## src/inc/tgr_pkg.sv

```systemverilog
package tgr_pkg;

  // register indices; byte address is four times the index
  localparam logic [7:0] TGR_IDX_DURATION  = 8'h60;
  localparam logic [7:0] TGR_IDX_DIRECTION = 8'h62;
  localparam logic [7:0] TGR_IDX_CLEAR     = 8'he2;
  localparam logic [7:0] TGR_IDX_CONFIG    = 8'he3;
  localparam logic [7:0] TGR_IDX_TIMEBASE  = 8'he4;
  localparam logic [7:0] TGR_IDX_TIMEOUT   = 8'he5;
  localparam logic [7:0] TGR_IDX_IRQ_STAT  = 8'h70;
  localparam logic [7:0] TGR_IDX_IRQ_MASK  = 8'h71;

  // field positions
  localparam int TGR_CLEAR_BIT = 7;
  localparam int TGR_MODE_BIT  = 4;
  localparam int TGR_DIR_A_BIT = 0;
  localparam int TGR_DIR_B_BIT = 1;
  localparam int TGR_STS_A     = 0;
  localparam int TGR_STS_B     = 1;
  localparam int TGR_STS_TOUT  = 2;

  // reset values
  localparam logic [4:0] TGR_CONFIG_RST   = 5'h1f;
  localparam logic [1:0] TGR_TIMEBASE_RST = 2'h2;
  localparam logic [7:0] TGR_TIMEOUT_RST  = 8'hff;
  localparam logic [2:0] TGR_MASK_RST     = 3'h0;

  // timing: sampling interval is 2*16*16 oscillator periods times 2**divider
  localparam int          TGR_OSC_PERIOD_NS = 10;
  localparam int          TGR_BASE_PERIODS  = 2 * 16 * 16;
  localparam logic [12:0] TGR_BASE_CYCLES   = 13'(TGR_BASE_PERIODS * TGR_OSC_PERIOD_NS / 10);
  localparam int          TGR_JUDGE_MULT_SH = 4;
  localparam logic [11:0] TGR_DUR_MAX       = 12'hfff;

  typedef struct packed {
    logic       mode;
    logic [3:0] en;
  } tgr_config_type;

  typedef struct packed {
    logic        dir_b;
    logic        dir_a;
    logic [11:0] duration;
  } tgr_result_type;

  typedef enum logic [1:0] {TGR_IDLE, TGR_TRACK, TGR_WAIT} tgr_state_type;

endpackage

```

## src/design/tgr_gesture.sv

```systemverilog
// Function
// - read-only direction register: bit0 flags direction A, bit1 direction B, reset zero
// - writing one to clear bit7 wipes duration and direction flags
// - clear bit returns to zero by itself after the clear
// - only sense channels 0, 2, 4 and 6 take part in gestures
// - config bits 3:0 enable channels 0, 2, 4, 6; all reset to one
// - strict mode needs every enabled channel in the ordered sequence
// - tolerant mode still recognizes sequences with one skipped key
// - strict: 0-2-4-6 gives direction A, 6-4-2-0 gives direction B
// - tolerant: listed forward sequences give A, their reversals give B
// - mode bit is config bit4, resets to one (tolerant)
// - sampling interval is 512 oscillator periods times 1, 2, 4 or 8
// - judgment limit is interval times timeout setting times 16
// - time-base divider is two bits, resets to binary 10
// - duration is a 12-bit count of time-base ticks, 0 to 4095
// - sequence longer than the judgment limit is not a gesture
`timescale 1ns/100ps
`default_nettype none

module tgr_gesture (
  input  wire logic        mclk,
  input  wire logic        rst,
  input  wire logic [11:0] paddr,
  input  wire logic        psel,
  input  wire logic        penable,
  input  wire logic        pwrite,
  input  wire logic [31:0] pwdata,
  output logic      [31:0] prdata,
  output logic             pready,
  output logic             pslverr,
  input  wire logic        sense_input_zero,
  input  wire logic        sense_input_two,
  input  wire logic        sense_input_four,
  input  wire logic        sense_input_six,
  output logic             irq
);

  tgr_pkg::tgr_config_type cfg;
  tgr_pkg::tgr_result_type result;
  tgr_pkg::tgr_state_type  state;
  logic [1:0]  timebase;
  logic [7:0]  timeout_setting;
  logic        clear_trigger;
  logic [2:0]  sts;
  logic [2:0]  mask;
  logic [3:0]  sync1;
  logic [3:0]  sync2;
  logic [3:0]  prev_touch;
  logic [12:0] pre_cnt;
  logic [1:0]  first_pos;
  logic [1:0]  last_pos;
  logic [2:0]  hits;
  logic        dir_up;
  logic        dir_known;
  logic [11:0] dur;

  // sense buttons come from another block; two flops before use
  wire [3:0] sense_raw = {sense_input_six, sense_input_four, sense_input_two, sense_input_zero};
  genvar g;
  generate
    for (g = 0; g < 4; g++) begin : g_sync
      always_ff @(posedge mclk or posedge rst) begin
        if (rst) begin
          sync1[g] <= 1'b0;
          sync2[g] <= 1'b0;
        end else begin
          sync1[g] <= sense_raw[g];
          sync2[g] <= sync1[g];
        end
      end
    end
  endgenerate

  // apb decode; answer one cycle into the access phase
  wire        access    = psel & penable;
  wire        fire      = access & pready;
  wire        addr_ok   = (paddr[1:0] == 2'b00) && (paddr[11:10] == 2'b00);
  wire [7:0]  idx       = paddr[9:2];
  wire        hit_dur   = addr_ok && (idx == tgr_pkg::TGR_IDX_DURATION);
  wire        hit_dir   = addr_ok && (idx == tgr_pkg::TGR_IDX_DIRECTION);
  wire        hit_clr   = addr_ok && (idx == tgr_pkg::TGR_IDX_CLEAR);
  wire        hit_cfg   = addr_ok && (idx == tgr_pkg::TGR_IDX_CONFIG);
  wire        hit_tb    = addr_ok && (idx == tgr_pkg::TGR_IDX_TIMEBASE);
  wire        hit_to    = addr_ok && (idx == tgr_pkg::TGR_IDX_TIMEOUT);
  wire        hit_sts   = addr_ok && (idx == tgr_pkg::TGR_IDX_IRQ_STAT);
  wire        hit_msk   = addr_ok && (idx == tgr_pkg::TGR_IDX_IRQ_MASK);
  wire        mapped    = hit_dur | hit_dir | hit_clr | hit_cfg | hit_tb | hit_to | hit_sts
                          | hit_msk;
  wire        wr        = fire & pwrite & mapped;
  // write-only registers read back as zero
  wire [31:0] read_data = hit_dur ? {20'h0, result.duration} :
                          hit_dir ? {30'h0, result.dir_b, result.dir_a} :
                          hit_sts ? {29'h0, sts} :
                          hit_msk ? {29'h0, mask} : 32'h0;

  always_ff @(posedge mclk or posedge rst) begin
    if (rst) begin
      pready  <= 1'b0;
      pslverr <= 1'b0;
      prdata  <= 32'h0;
    end else begin
      pready  <= access & ~pready;
      pslverr <= access & ~pready & ~mapped;
      prdata  <= (access & ~pready & ~pwrite) ? read_data : 32'h0;
    end
  end

  // software settings
  always_ff @(posedge mclk or posedge rst) begin
    if (rst) begin
      cfg             <= tgr_pkg::TGR_CONFIG_RST;
      timebase        <= tgr_pkg::TGR_TIMEBASE_RST;
      timeout_setting <= tgr_pkg::TGR_TIMEOUT_RST;
      mask            <= tgr_pkg::TGR_MASK_RST;
    end else begin
      if (wr && hit_cfg) begin
        cfg.mode <= pwdata[tgr_pkg::TGR_MODE_BIT];
        cfg.en   <= pwdata[3:0];
      end
      if (wr && hit_tb)
        timebase <= pwdata[1:0];
      if (wr && hit_to)
        timeout_setting <= pwdata[7:0];
      if (wr && hit_msk)
        mask <= pwdata[2:0];
    end
  end

  // clear strobe lives exactly one cycle, then drops on its own
  always_ff @(posedge mclk or posedge rst) begin
    if (rst)
      clear_trigger <= 1'b0;
    else
      clear_trigger <= wr & hit_clr & pwdata[tgr_pkg::TGR_CLEAR_BIT] & ~clear_trigger;
  end

  // time base: 512 cycles shifted by the divider setting
  wire [12:0] tick_len = tgr_pkg::TGR_BASE_CYCLES << timebase;
  wire        tick     = (pre_cnt == tick_len - 13'h0001);

  always_ff @(posedge mclk or posedge rst) begin
    if (rst)
      pre_cnt <= 13'h0;
    else if (tick || pre_cnt >= tick_len)
      pre_cnt <= 13'h0;
    else
      pre_cnt <= pre_cnt + 13'h0001;
  end

  // only the four gesture channels, each gated by its enable
  wire [3:0]  touch      = sync2 & cfg.en;
  wire [3:0]  fresh      = touch & ~prev_touch;
  wire        one_fresh  = (fresh != 4'h0) && ((fresh & (fresh - 4'h1)) == 4'h0);
  wire        many_fresh = (fresh != 4'h0) && !one_fresh;
  wire [1:0]  fresh_pos  = fresh[0] ? 2'd0 : fresh[1] ? 2'd1 : fresh[2] ? 2'd2 : 2'd3;
  // judgment limit in ticks; the tick already scales with the divider
  wire [11:0] judge_lim  = {timeout_setting, 4'h0};
  wire        timed_out  = (dur >= judge_lim);
  wire        released   = (touch == 4'h0);

  // sequence evaluation over the recorded first and last key
  wire [1:0] lo_en    = cfg.en[0] ? 2'd0 : cfg.en[1] ? 2'd1 : cfg.en[2] ? 2'd2 : 2'd3;
  wire [1:0] hi_en    = cfg.en[3] ? 2'd3 : cfg.en[2] ? 2'd2 : cfg.en[1] ? 2'd1 : 2'd0;
  wire [2:0] en_count = {2'b00, cfg.en[0]} + {2'b00, cfg.en[1]} + {2'b00, cfg.en[2]}
                        + {2'b00, cfg.en[3]};
  wire [1:0] span     = dir_up ? last_pos - first_pos : first_pos - last_pos;
  wire [2:0] skips    = {1'b0, span} - (hits - 3'd1);
  wire strict_ok = dir_known && (hits == en_count)
                   && (first_pos == (dir_up ? lo_en : hi_en))
                   && (last_pos == (dir_up ? hi_en : lo_en));
  // two keys one gap apart, or three or four keys with at most one gap, either way round
  wire tolerant_ok = dir_known && (span >= 2'd2) && (skips <= 3'd1);
  wire done        = (state == tgr_pkg::TGR_TRACK) && tick && !timed_out && released;
  wire recog       = done && (cfg.mode ? tolerant_ok : strict_ok);
  wire tout_evt    = (state == tgr_pkg::TGR_TRACK) && tick && timed_out;
  wire step_bad    = dir_known && ((fresh_pos > last_pos) != dir_up);

  // sequence tracker, advanced once per sampling tick
  always_ff @(posedge mclk or posedge rst) begin
    if (rst) begin
      state      <= tgr_pkg::TGR_IDLE;
      prev_touch <= 4'h0;
      first_pos  <= 2'd0;
      last_pos   <= 2'd0;
      hits       <= 3'd0;
      dir_up     <= 1'b0;
      dir_known  <= 1'b0;
      dur        <= 12'h0;
    end else if (tick) begin
      prev_touch <= touch;
      case (state)
        tgr_pkg::TGR_IDLE: begin
          if (one_fresh) begin
            state     <= tgr_pkg::TGR_TRACK;
            first_pos <= fresh_pos;
            last_pos  <= fresh_pos;
            hits      <= 3'd1;
            dir_known <= 1'b0;
            dur       <= 12'h0;
          end else if (many_fresh) begin
            state <= tgr_pkg::TGR_WAIT;
          end
        end
        tgr_pkg::TGR_TRACK: begin
          if (dur != tgr_pkg::TGR_DUR_MAX)
            dur <= dur + 12'h001;
          if (timed_out) begin
            state <= tgr_pkg::TGR_WAIT;
          end else if (released) begin
            state <= tgr_pkg::TGR_IDLE;
          end else if (many_fresh || (one_fresh && step_bad)) begin
            // two keys at once or a turn-back spoils the sequence
            state <= tgr_pkg::TGR_WAIT;
          end else if (one_fresh && fresh_pos != last_pos) begin
            dir_known <= 1'b1;
            dir_up    <= dir_known ? dir_up : (fresh_pos > last_pos);
            last_pos  <= fresh_pos;
            hits      <= hits + 3'd1;
          end
        end
        tgr_pkg::TGR_WAIT: begin
          if (released)
            state <= tgr_pkg::TGR_IDLE;
        end
        default: state <= tgr_pkg::TGR_IDLE;
      endcase
    end
  end

  // result is held until a clear; a gesture landing with the clear wins
  wire hold_free = (!result.dir_a && !result.dir_b) || clear_trigger;
  wire take      = recog && hold_free;
  // the release tick itself counts, so the latched span is one past dur
  wire [11:0] dur_now = (dur == tgr_pkg::TGR_DUR_MAX) ? dur : dur + 12'h001;

  always_ff @(posedge mclk or posedge rst) begin
    if (rst) begin
      result <= '0;
    end else if (take) begin
      result.duration <= dur_now;
      result.dir_a    <= dir_up;
      result.dir_b    <= ~dir_up;
    end else if (clear_trigger) begin
      result <= '0;
    end
  end

  // sticky events; write-one-to-clear, a new event beats the clear
  wire [2:0] evt      = {tout_evt, take & ~dir_up, take & dir_up};
  wire [2:0] w1c      = (wr && hit_sts) ? pwdata[2:0] : 3'h0;
  wire [2:0] next_sts = (sts & ~w1c) | evt;

  always_ff @(posedge mclk or posedge rst) begin
    if (rst) begin
      sts <= 3'h0;
      irq <= 1'b0;
    end else begin
      sts <= next_sts;
      irq <= |(sts & mask);
    end
  end

  // checks
  chk_clear_self_return: assert property (@(posedge mclk) disable iff (rst)
    clear_trigger |=> !clear_trigger) else $error("clear strobe stuck high");

  chk_clear_wipes_result: assert property (@(posedge mclk) disable iff (rst)
    clear_trigger && !recog |=> result == '0) else $error("clear left result");

  chk_dir_one_flag: assert property (@(posedge mclk) disable iff (rst)
    !(result.dir_a && result.dir_b)) else $error("both direction flags set");

  chk_tick_spacing: assert property (@(posedge mclk) disable iff (rst)
    tick |=> (!tick)[*8]) else $error("sampling ticks too close");

  chk_timeout_abort: assert property (@(posedge mclk) disable iff (rst)
    tout_evt |=> state == tgr_pkg::TGR_WAIT && !$rose(result.dir_a | result.dir_b))
    else $error("overlong sequence not rejected");

  chk_strict_all_keys: assert property (@(posedge mclk) disable iff (rst)
    recog && !cfg.mode |-> hits == en_count) else $error("strict gesture missing keys");

  chk_strict_order: assert property (@(posedge mclk) disable iff (rst)
    recog && !cfg.mode && dir_up |-> first_pos == lo_en && last_pos == hi_en)
    else $error("strict forward order wrong");

  chk_tolerant_span: assert property (@(posedge mclk) disable iff (rst)
    recog && cfg.mode |-> span >= 2'd2 && skips <= 3'd1) else $error("tolerant match too short");

  chk_duration_latch: assert property (@(posedge mclk) disable iff (rst)
    take |=> result.duration == $past(dur) + 12'h001 && result.dir_a == $past(dir_up))
    else $error("duration not latched");

  chk_result_hold: assert property (@(posedge mclk) disable iff (rst)
    (result.dir_a || result.dir_b) && !clear_trigger |=> $stable(result))
    else $error("result changed without clear");

  chk_irq_follows: assert property (@(posedge mclk) disable iff (rst)
    ##1 irq == $past(|(sts & mask))) else $error("irq not tracking status");

endmodule

`default_nettype wire

```

## config.mk

```make
export PLATFORM = sky130hd
export DESIGN_NAME = tgr_gesture
export DESIGN_NICKNAME = d
export VERILOG_FILES = /design/src/inc/tgr_pkg.sv /design/src/design/tgr_gesture.sv
export SDC_FILE = /design/constraint.sdc
export NUM_CORES = 1
export LEC_CHECK = 0
export BUFFER_PORTS_ARGS = -buffer_cell sky130_fd_sc_hd__buf_2
export CAP_MARGIN = 30
export CORE_MARGIN = 1.5
export CORE_UTILIZATION = 30
export DETAILED_ROUTE_END_ITERATION = 8
export MAX_ROUTING_LAYER = met4
export PLACE_DENSITY_LB_ADDON = 0.15
export SKIP_CTS_REPAIR_TIMING = 1
export SLEW_MARGIN = 25
export SYNTH_ARGS = -nofsm -noshare
export SYNTH_HDL_FRONTEND = slang
export SYNTH_SLANG_ARGS = --single-unit
```

## constraint.sdc

```tcl
create_clock -name mclk -period 3.29 [get_ports mclk]
set_input_delay 0.329 -clock mclk [delete_from_list [all_inputs] [get_ports mclk]]
set_output_delay 0.329 -clock mclk [all_outputs]
set_load 0.02 [all_outputs]
```

# Word level (Yosys, flattened, before mapping)
# Index checks and enable logic that the tools add are counted.
# totals
in_bits	53
out_inout_bits	35
wordCells	215
reg_bits	99
# op_classes
n_mux	51
eq_ne	27
reduce_logical	52
n_shift	1
bitwise	36
magnitude_cmp	5
add_sub_neg	12
# ops
op	n
12-bit two-way mux	5
2-bit two-way mux	20
8-bit by 7-bit == test with 1-bit output, second input constant	4
8-bit == test, second input constant	4
1-bit logical AND	31
14-bit two-way mux	2
3-bit two-way mux	9
12-bit case mux with 2 select lines	1
7-bit AND reduction	2
13-bit by 1-bit adder with 13-bit output, second input constant	1
13-bit == test	1
13-bit greater-or-equal comparator	1
13-bit two-way mux	1
10-bit by 2-bit left shift with 13-bit output, first input constant	1
13-bit by 1-bit subtractor with 13-bit output, second input constant	1
12-bit by 1-bit adder with 12-bit output, second input constant	1
1-bit AND	12
4-bit AND	3
12-bit == test, second input constant	1
12-bit greater-or-equal comparator	1
12-bit inequality test, second input constant	1
2-bit inequality test, second input constant	5
1-bit two-way mux	9
1-bit inverter	9
other kinds (38)	58

# Logic depth before layout (Yosys ltp)
# Gate-level depths: netlist of the first run.
# logic_depth
ltp_word	16
depth_mapped	15

# Worst setup path before layout of the first run
# Ideal clock, no wire load.
# synth_path
path_type	register -> register
from	register cfg[3] (netlist name)
to	register result[0] (netlist name)
setup_time_ns	0.125
arrival_time_ns	2.987
path_stages_with_launch	14
required_ns	3.165
path_buffers	3
setup_slack_ns	0.177
path_cell_list	dfstp_2 clkbuf_1 inv_1 fa_1 inv_1 ha_1 ha_1 xor2_1 nor4_1 o211ai_1 a2111o_1 buf_6 buf_8 mux2i_1
# synth_via
elab_chain_len	9
# synth_rtl
element	line	rtl
start: declaration	tgr_gesture.sv:38	tgr_pkg::tgr_config_type cfg;
start signal: assignment	tgr_gesture.sv:111	cfg <= tgr_pkg::TGR_CONFIG_RST;
3-bit by 1-bit adder with 3-bit output / 2-bit two-way mux (equally long branches)	tgr_gesture.sv:165, tgr_gesture.sv:163	
3-bit == test / 2-bit two-way mux (equally long branches)	tgr_gesture.sv:168, tgr_gesture.sv:169	
1-bit logical AND / 2-bit == test (equally long branches)	tgr_gesture.sv:168, tgr_gesture.sv:169	
1-bit logical AND	tgr_gesture.sv:169	&& (first_pos == (dir_up ? lo_en : hi_en))
1-bit logical AND	tgr_gesture.sv:170	&& (last_pos == (dir_up ? hi_en : lo_en));
1-bit two-way mux	tgr_gesture.sv:174	wire recog = done && (cfg.mode ? tolerant_ok : strict_ok);
1-bit logical AND *	tgr_gesture.sv:174	
1-bit logical AND *	tgr_gesture.sv:232	wire take = recog && hold_free;
14-bit two-way mux / 2-bit nonzero test (equally long branches)	-	
end: declaration	tgr_gesture.sv:39	tgr_pkg::tgr_result_type result;
# Every way passes the cells marked *; elsewhere a longest branch is shown, timed or not.
# A chain may end at the register's enable or synchronous reset.

# Final worst setup path of the first run
# layout_path
from	register last_pos[0]
to	register result[9] (netlist name)
# layout_via
elab_chain_len	9
# layout_rtl
element	line	rtl
start: declaration	tgr_gesture.sv:51	logic [1:0] last_pos;
start signal: assignment	tgr_gesture.sv:196	last_pos <= fresh_pos;
start signal: assignment	tgr_gesture.sv:217	last_pos <= fresh_pos;
2-bit subtractor	tgr_gesture.sv:166	wire [1:0] span = dir_up ? last_pos - first_pos : first_pos - last_pos;
2-bit two-way mux	tgr_gesture.sv:166	
2-bit by 3-bit subtractor with 3-bit output / 2-bit greater-or-equal comparator (equally long branches)	tgr_gesture.sv:167, tgr_gesture.sv:172	
3-bit by 1-bit <= comparator with 1-bit output / 1-bit logical AND (equally long branches)	tgr_gesture.sv:172	wire tolerant_ok = dir_known && (span >= 2'd2) && (skips <= 3'd1);
1-bit logical AND	tgr_gesture.sv:172	
1-bit two-way mux *	tgr_gesture.sv:174	
1-bit logical AND *	tgr_gesture.sv:174	
1-bit logical AND *	tgr_gesture.sv:232	
14-bit two-way mux / 2-bit nonzero test (equally long branches)	-	
# Marked as above.

==> results of run 1 <==
how the worst min path moves through the flow:
stage	from	end	slack, ps	cells past startpoint
after floorplan	sync1[0]$_DFF_PP0_	sync2[0]$_DFF_PP0_	330	0
after CTS	rst	pre_cnt[3]$_DFF_PP0_	-20	2
after global placement	sync1[2]$_DFF_PP0_	sync2[2]$_DFF_PP0_	340	0
after detailed placement	sync1[0]$_DFF_PP0_	sync2[0]$_DFF_PP0_	340	0
after global routing	sense_input_six	sync1[3]$_DFF_PP0_	60	1
final	sense_input_six	sync1[3]$_DFF_PP0_	80	1
cells in the mapped netlist, drive strengths merged (5+ instances only):
cell type	number	share of area
a21oi	10	0.0090
a31oi	5	0.0056
and2	9	0.010
and3	9	0.010
buf	22	0.032
clkbuf	13	0.0087
dfrtp	85	0.38
dfstp	14	0.066
ha	27	0.061
inv	37	0.025
mux2	19	0.038
mux2i	25	0.045
nand2	44	0.030
nand2b	20	0.022
nand3	20	0.018
nand3b	5	0.0067
nand4	7	0.0078
nor2	49	0.033
nor3	11	0.0099
nor4	9	0.010
o21ai	36	0.032
xnor2	20	0.031
xor2	12	0.019
kinds of logic after synthesis:
kind of cell             count (synthesis)  share of synthesized area
AO/OA/AOI/OAI                           83                     0.0953
XOR/XNOR                                32                     0.0502
adder cells (fa/ha/maj)                 28                     0.0641
buffers and inverters                   72                     0.0652
flip-flops                              99                      0.447
multiplexers                            44                     0.0832
other                                    1                   0.000672
AND/OR/NAND/NOR                        208                      0.194
layout by cell type, fill, tap and decap left out, types with 7 or more instances in the layout:
cell type,count
dfrtp_1,85
nor2_1,49
nand2_1,44
buf_2,43
o21ai_0,34
inv_1,33
mux2i_1,25
ha_1,25
nand3_1,20
nand2b_1,20
xnor2_1,20
conb_1,20
mux2_2,19
buf_4,19
dfstp_2,14
xor2_1,12
nor3_1,11
a21oi_1,10
clkbuf_16,10
and3_1,9
and2_1,9
nor4_1,8
nand4_1,7
area by class of cell:
| type | instances | area, um^2 |
|---|---|---|
| Timing Repair Buffer | 66 | 440 |
| Tap cell | 229 | 287 |
| Multi-Input combinational cell | 415 | 2830 |
| Clock inverter | 6 | 83.8 |
| Inverter | 37 | 144 |
| Sequential cell | 99 | 2490 |
| Clock buffer | 10 | 239 |
| Fill cell | 1841 | 11600 |
layer usage:
layer  GRT usage  up-vias
met5           -        -
met4      0.0381        0
met3      0.0351       17
met2       0.228      103
met1       0.191     1960
li1            -     2061
state kept, by name, summed over array words and instances, names as in the netlist, 4 cells and up:
| signal | count |
|---|---|
| sync2 | 4 |
| prev_touch | 4 |
| result | 14 |
| prdata | 12 |
| dur | 12 |
| timeout_setting | 8 |
| pre_cnt | 13 |
| sync1 | 4 |
| cfg | 5 |
worst register-to-register path: cells and delay by family (launching register included):
family	cells	cell delay, ps
muxes	2	280
adders and majority gates	3	640
xor gates and xnor gates	3	380
AOI/OAI and AO/OA	1	400
and+or+nand+nor	2	650
buffers and inverters	3	310
DFF	1	410
power by group through the flow:
stage	combinational [mW]	sequential [mW]	clock, mW
6_report	0.165	1.30	1.15
5_1_grt	0.189	1.30	1.23
4_1_cts	0.168	1.30	1.18
3_5_place_dp	0.166	1.32	0
3_3_place_gp	0.159	1.32	0
2_1_floorplan	0.128	1.31	0
metrics by stage:
step           cell area (um^2)  power [mW]
3_5_place_dp               6100        1.49
3_3_place_gp               6070        1.48
5_1_grt                    6510        2.73
4_1_cts                    6420        2.64
2_1_floorplan              5650        1.44
6_report                   6510        2.61
==> flow_metrics.tcl, run 1 <==
set metrics [dict create \
    status "finished with violations" \
    violations "DRC" \
    worst-path-buf-inv 3 \
    dr.pass1.iters 6 \
    crit_family "simple AND/OR/NAND/NOR gates" \
    crit_path_end "result[9]$_DFFE_PP0P_" \
    clock_path_buffers 2 \
    p_sw_mw 0.666 \
    grt_overflow_total 0 \
    clk_latency_ps 360 \
    cp-end-kind "flop" \
    yosysSeqAreaShare 0.447 \
    cp-start-kind "flop" \
    fin_util 0.360 \
    reg2regPathDepth 14 \
    grt_pass1_vias 4256 \
    hold-worst-slack_ps 81.0 \
    core-area_um2 18100 \
    drc 9 \
    async_flop_share 1.00 \
    ctsHtreeMaxLevel 3 \
    wl_met1_um 6390 \
    clkPwrFrac 0.440 \
    seqPwrFrac 0.497 \
    cts_root_buf "clkbuf_16" \
    drv_cap 0 \
    syn_area_um2 5580 \
    fin_nets 709 \
    arrival_ps 3420 \
    die-height_um 139 \
    num_rows 49 \
    wire_per_inst_um 15.3 \
    globalplace.congestion 0.906 \
    max_slew.worst_pin.slew_ps 760 \
    viasPerCell 4.80 \
    tns_ps 0 \
    p_sw_frac 0.255 \
    path_depth 14 \
    portBuffers 43 \
    rrSetupSlack_ps 100 \
    relSlewSlack 0.489 \
    antenna_found_initial 0 \
    path_cells "inv_2 > ha_1 > mux2i_1 > xnor2_1 > ha_1 > inv_1 > ha_1 > xnor2_1 > xnor2_1 > or4b_4 > and3_1 > a2111o_1 > clkbuf_16 > mux2i_1" \
    start_util 0.309 \
    cp-startpoint "last_pos[0]$_DFFE_PP0P_" \
    yosysWarningCount 0 \
    path_max_fanout 8 \
    power.density_nw_per_um2 401 \
    die_w_um 139 \
    cts_made_buffers 9 \
    fin_skew_ps 19.6 \
    combPwrFrac 0.063 \
    dp_slack_ps 62.4 \
    ys_types 60 \
    drive_gt1_frac 0.202 \
    vdd_drop_max_uv 246 \
    die-area_um2 19400 \
    wl_um 13200 \
    synth_edf_count 0 \
    cellLeakagePower_nw 3.13 \
    n_antenna_cell 0 \
    drv_slew 0 \
    critPathSlowestCell "or4b_4" \
    r2r-start "last_pos[0]$_DFFE_PP0P_" \
    cts_tree "done" \
    drt-initial-drc-count 158 \
    synth-seq-cells 99 \
    drtAntennaViolNets 0 \
    wl_met2_um 6030 \
    synth_cells 567 \
    max_clock_freq_mhz 314 \
    hpwl_um 9790 \
    area_growth_pct 16.7 \
    period_needed_ps 3190 \
    num_vias 4141 \
    crit_type "flop to flop" \
    setup_viol 0 \
    highest_layer "met4" \
    fin_ws_ps 102 \
    stdcell_count 862 \
    grt_max_degree 54 \
    crit_required_ps 3530 \
    cpPeakStageDelay_ps 490 \
    dp_cells 840 \
    hold_violations 0 \
    reg2reg_to "result[9]$_DFFE_PP0P_" \
    wl_met3_um 548 \
    p_int_mw 1.94 \
    clkSinkCount 99 \
    hp-class "input pin to flop" \
    syn_area_per_cell_um2 9.84 \
    grt_pass1_wl_um 21900 \
    fin_crit_sh 0.969 \
    io-pin-count 88 \
    track_usage 0.146 \
    synth_flop_cell "dfrtp_1" \
    clk_pin_slew_ps 80 \
]
(Power assumes the default switching activity.)
==> run 2, diff against run 1 <==
==> constraint.sdc (replaced) <==
create_clock -name mclk -period 3.29 [get_ports mclk]
set_input_delay 0.658 -clock mclk [delete_from_list [all_inputs] [get_ports mclk]]
set_output_delay 0.658 -clock mclk [all_outputs]
set_load 0.02 [all_outputs]
==> flow_metrics.tcl, run 2 (synthesis results as in run 1) <==
set metrics [dict create \
    wl_met2_um 5910 \
    wl_met1_um 6110 \
    clock_path_buffers 2 \
    crit_required_ps 3530 \
    arrival_ps 3460 \
    vdd_drop_max_uv 252 \
    globalplace.congestion 0.874 \
    fin_crit_sh 0.977 \
    cts_root_buf "clkbuf_16" \
    grt_pass1_vias 4136 \
    num_vias 4151 \
    io-pin-count 88 \
    path_cells "inv_2 > ha_2 > mux2i_4 > xnor2_2 > ha_1 > inv_1 > ha_2 > xnor2_2 > xnor2_1 > or4b_4 > and3_4 > a2111o_1 > clkbuf_16 > mux2i_1" \
    drv_cap 0 \
    final_cell_mix "85 x dfrtp_1, 49 x nor2_1, 44 x nand2_1" \
    drive_gt1_frac 0.211 \
    final_common_cell "dfrtp_1" \
    clkSinkCount 99 \
    grt_max_degree 62 \
    wl_met3_um 604 \
    drt-initial-drc-count 171 \
    critPathSlowestCell "or4b_4" \
    drv_slew 0 \
    period_needed_ps 3210 \
    relSlewSlack 0.572 \
    die_w_um 139 \
    highest_layer "met4" \
    violations "DRC" \
    die-area_um2 19400 \
    reg_top3 "result: 14 flops, pre_cnt: 13 flops" \
    dp_cells 839 \
    rsz0062_at_grt "yes" \
    grt_pass1_wl_um 21600 \
    cp-start-kind "flop" \
    track_usage 0.145 \
    core-area_um2 18100 \
    cts_made_buffers 9 \
    crit_type "flop to flop" \
    multiInputGateArea_um2 2860 \
    cts_tree "done" \
    antenna_found_initial 0 \
    cpPeakStageDelay_ps 540 \
    hpwl_um 9730 \
    grt_overflow_total 0 \
    clk_latency_ps 360 \
    wl_um 12900 \
    area_growth_pct 16.0 \
    portBuffers 43 \
    ctsHtreeMaxLevel 3 \
    cellLeakagePower_nw 3.09 \
    setup_viol 0 \
    start_util 0.309 \
    stdcell_count 859 \
    fin_util 0.358 \
    nFillCells 1842 \
    max_flop_register "result" \
    drtAntennaViolNets 0 \
    fin_skew_ps 13.4 \
    clk_pin_slew_ps 80 \
    die-height_um 139 \
    path_max_fanout 8 \
    num_rows 49 \
    cp-end-kind "flop" \
    dr.pass1.iters 7 \
    hp-class "input pin to asynchronous set/reset pin" \
    largest_reg_flops 14 \
    max_slew.worst_pin.slew_ps 641 \
    power.density_nw_per_um2 383 \
    n_antenna_cell 0 \
    seq_area_um2 2490 \
    status "finished with violations" \
    hold_violations 0 \
    drc 8 \
    wire_per_inst_um 15.1 \
    fin_nets 706 \
    power_mw 2.48 \
    viasPerCell 4.83 \
    max_clock_freq_mhz 311 \
]
==> run 2: cell count changes in the layout (fill, tap and decap cells not counted), sizes merged <==
cell         change
clkbuf           -1
bufinv           -1
clkinvlp         +2
dlygate4sd3      -1
clkinv           -1
buf              -2
inv              +1
==> run 2: metrics by stage <==
stage          hold slack [ps]  area, um^2  TNS, ps  worst slack (ps)
2_1_floorplan              331        5650        0              64.7
3_3_place_gp               338        6080        0              76.7
3_5_place_dp               340        6080        0              16.1
4_1_cts                    354        6360        0              5.36
5_1_grt                    360        6470     -854             -75.5
6_report                   345        6470        0              75.8
==> run 2: report_power, final <==
| group | switching, mW | internal (mW) | leakage (nW) |
|---|---|---|---|
| registers | 0.0408 | 1.26 | 1.28 |
| logic | 0.105 | 0.0567 | 1.67 |
| clock network | 0.500 | 0.524 | 0.134 |
| total | 0.646 | 1.84 | 3.09 |
==> run 2: final timing paths <==
kind / cells after the start / endpoint / from / slack (ps)
setup / recovery: 14 / result[8]$_DFFE_PP0P_ / last_pos[0]$_DFFE_PP0P_ / 80
hold / removal: 2 / sync1[3]$_DFF_PP0_ / rst / 340
setup reg to reg: 14 / result[8]$_DFFE_PP0P_ / last_pos[0]$_DFFE_PP0P_ / 80
hold reg to reg: 0 / sync2[2]$_DFF_PP0_ / sync1[2]$_DFF_PP0_ / 350
max in group asynchronous: 3 / timeout_setting[5]$_DFFE_PP1P_ / rst / 2200
min in group mclk: 0 / sync2[2]$_DFF_PP0_ / sync1[2]$_DFF_PP0_ / 350
==> run 2: cell type report <==
type                       count  share of cell area
multi-input combinational    415               0.442
sequential                    99               0.385
timing repair buffer          63              0.0630
tap                          229              0.0443
clock buffer                   9              0.0348
inverter                      37              0.0218
clock inverter                 7             0.00889
==> run 2: worst max-delay path: cells and delay by family (launching register included) <==
family | cells | cell delay (ps)
muxes | 2 | 280
AOI/OAI and AO/OA | 1 | 390
DFF | 1 | 410
adders and majority gates | 3 | 650
buffers and inverters | 3 | 310
xor gates and xnor gates | 3 | 370
and+or+nand+nor | 2 | 700
==> run 2: metal layers <==
metal,vias up,track usage
met5,-,-
met4,0,0.0554
met3,23,0.0317
met2,88,0.220
met1,1986,0.190
li1,2054,-
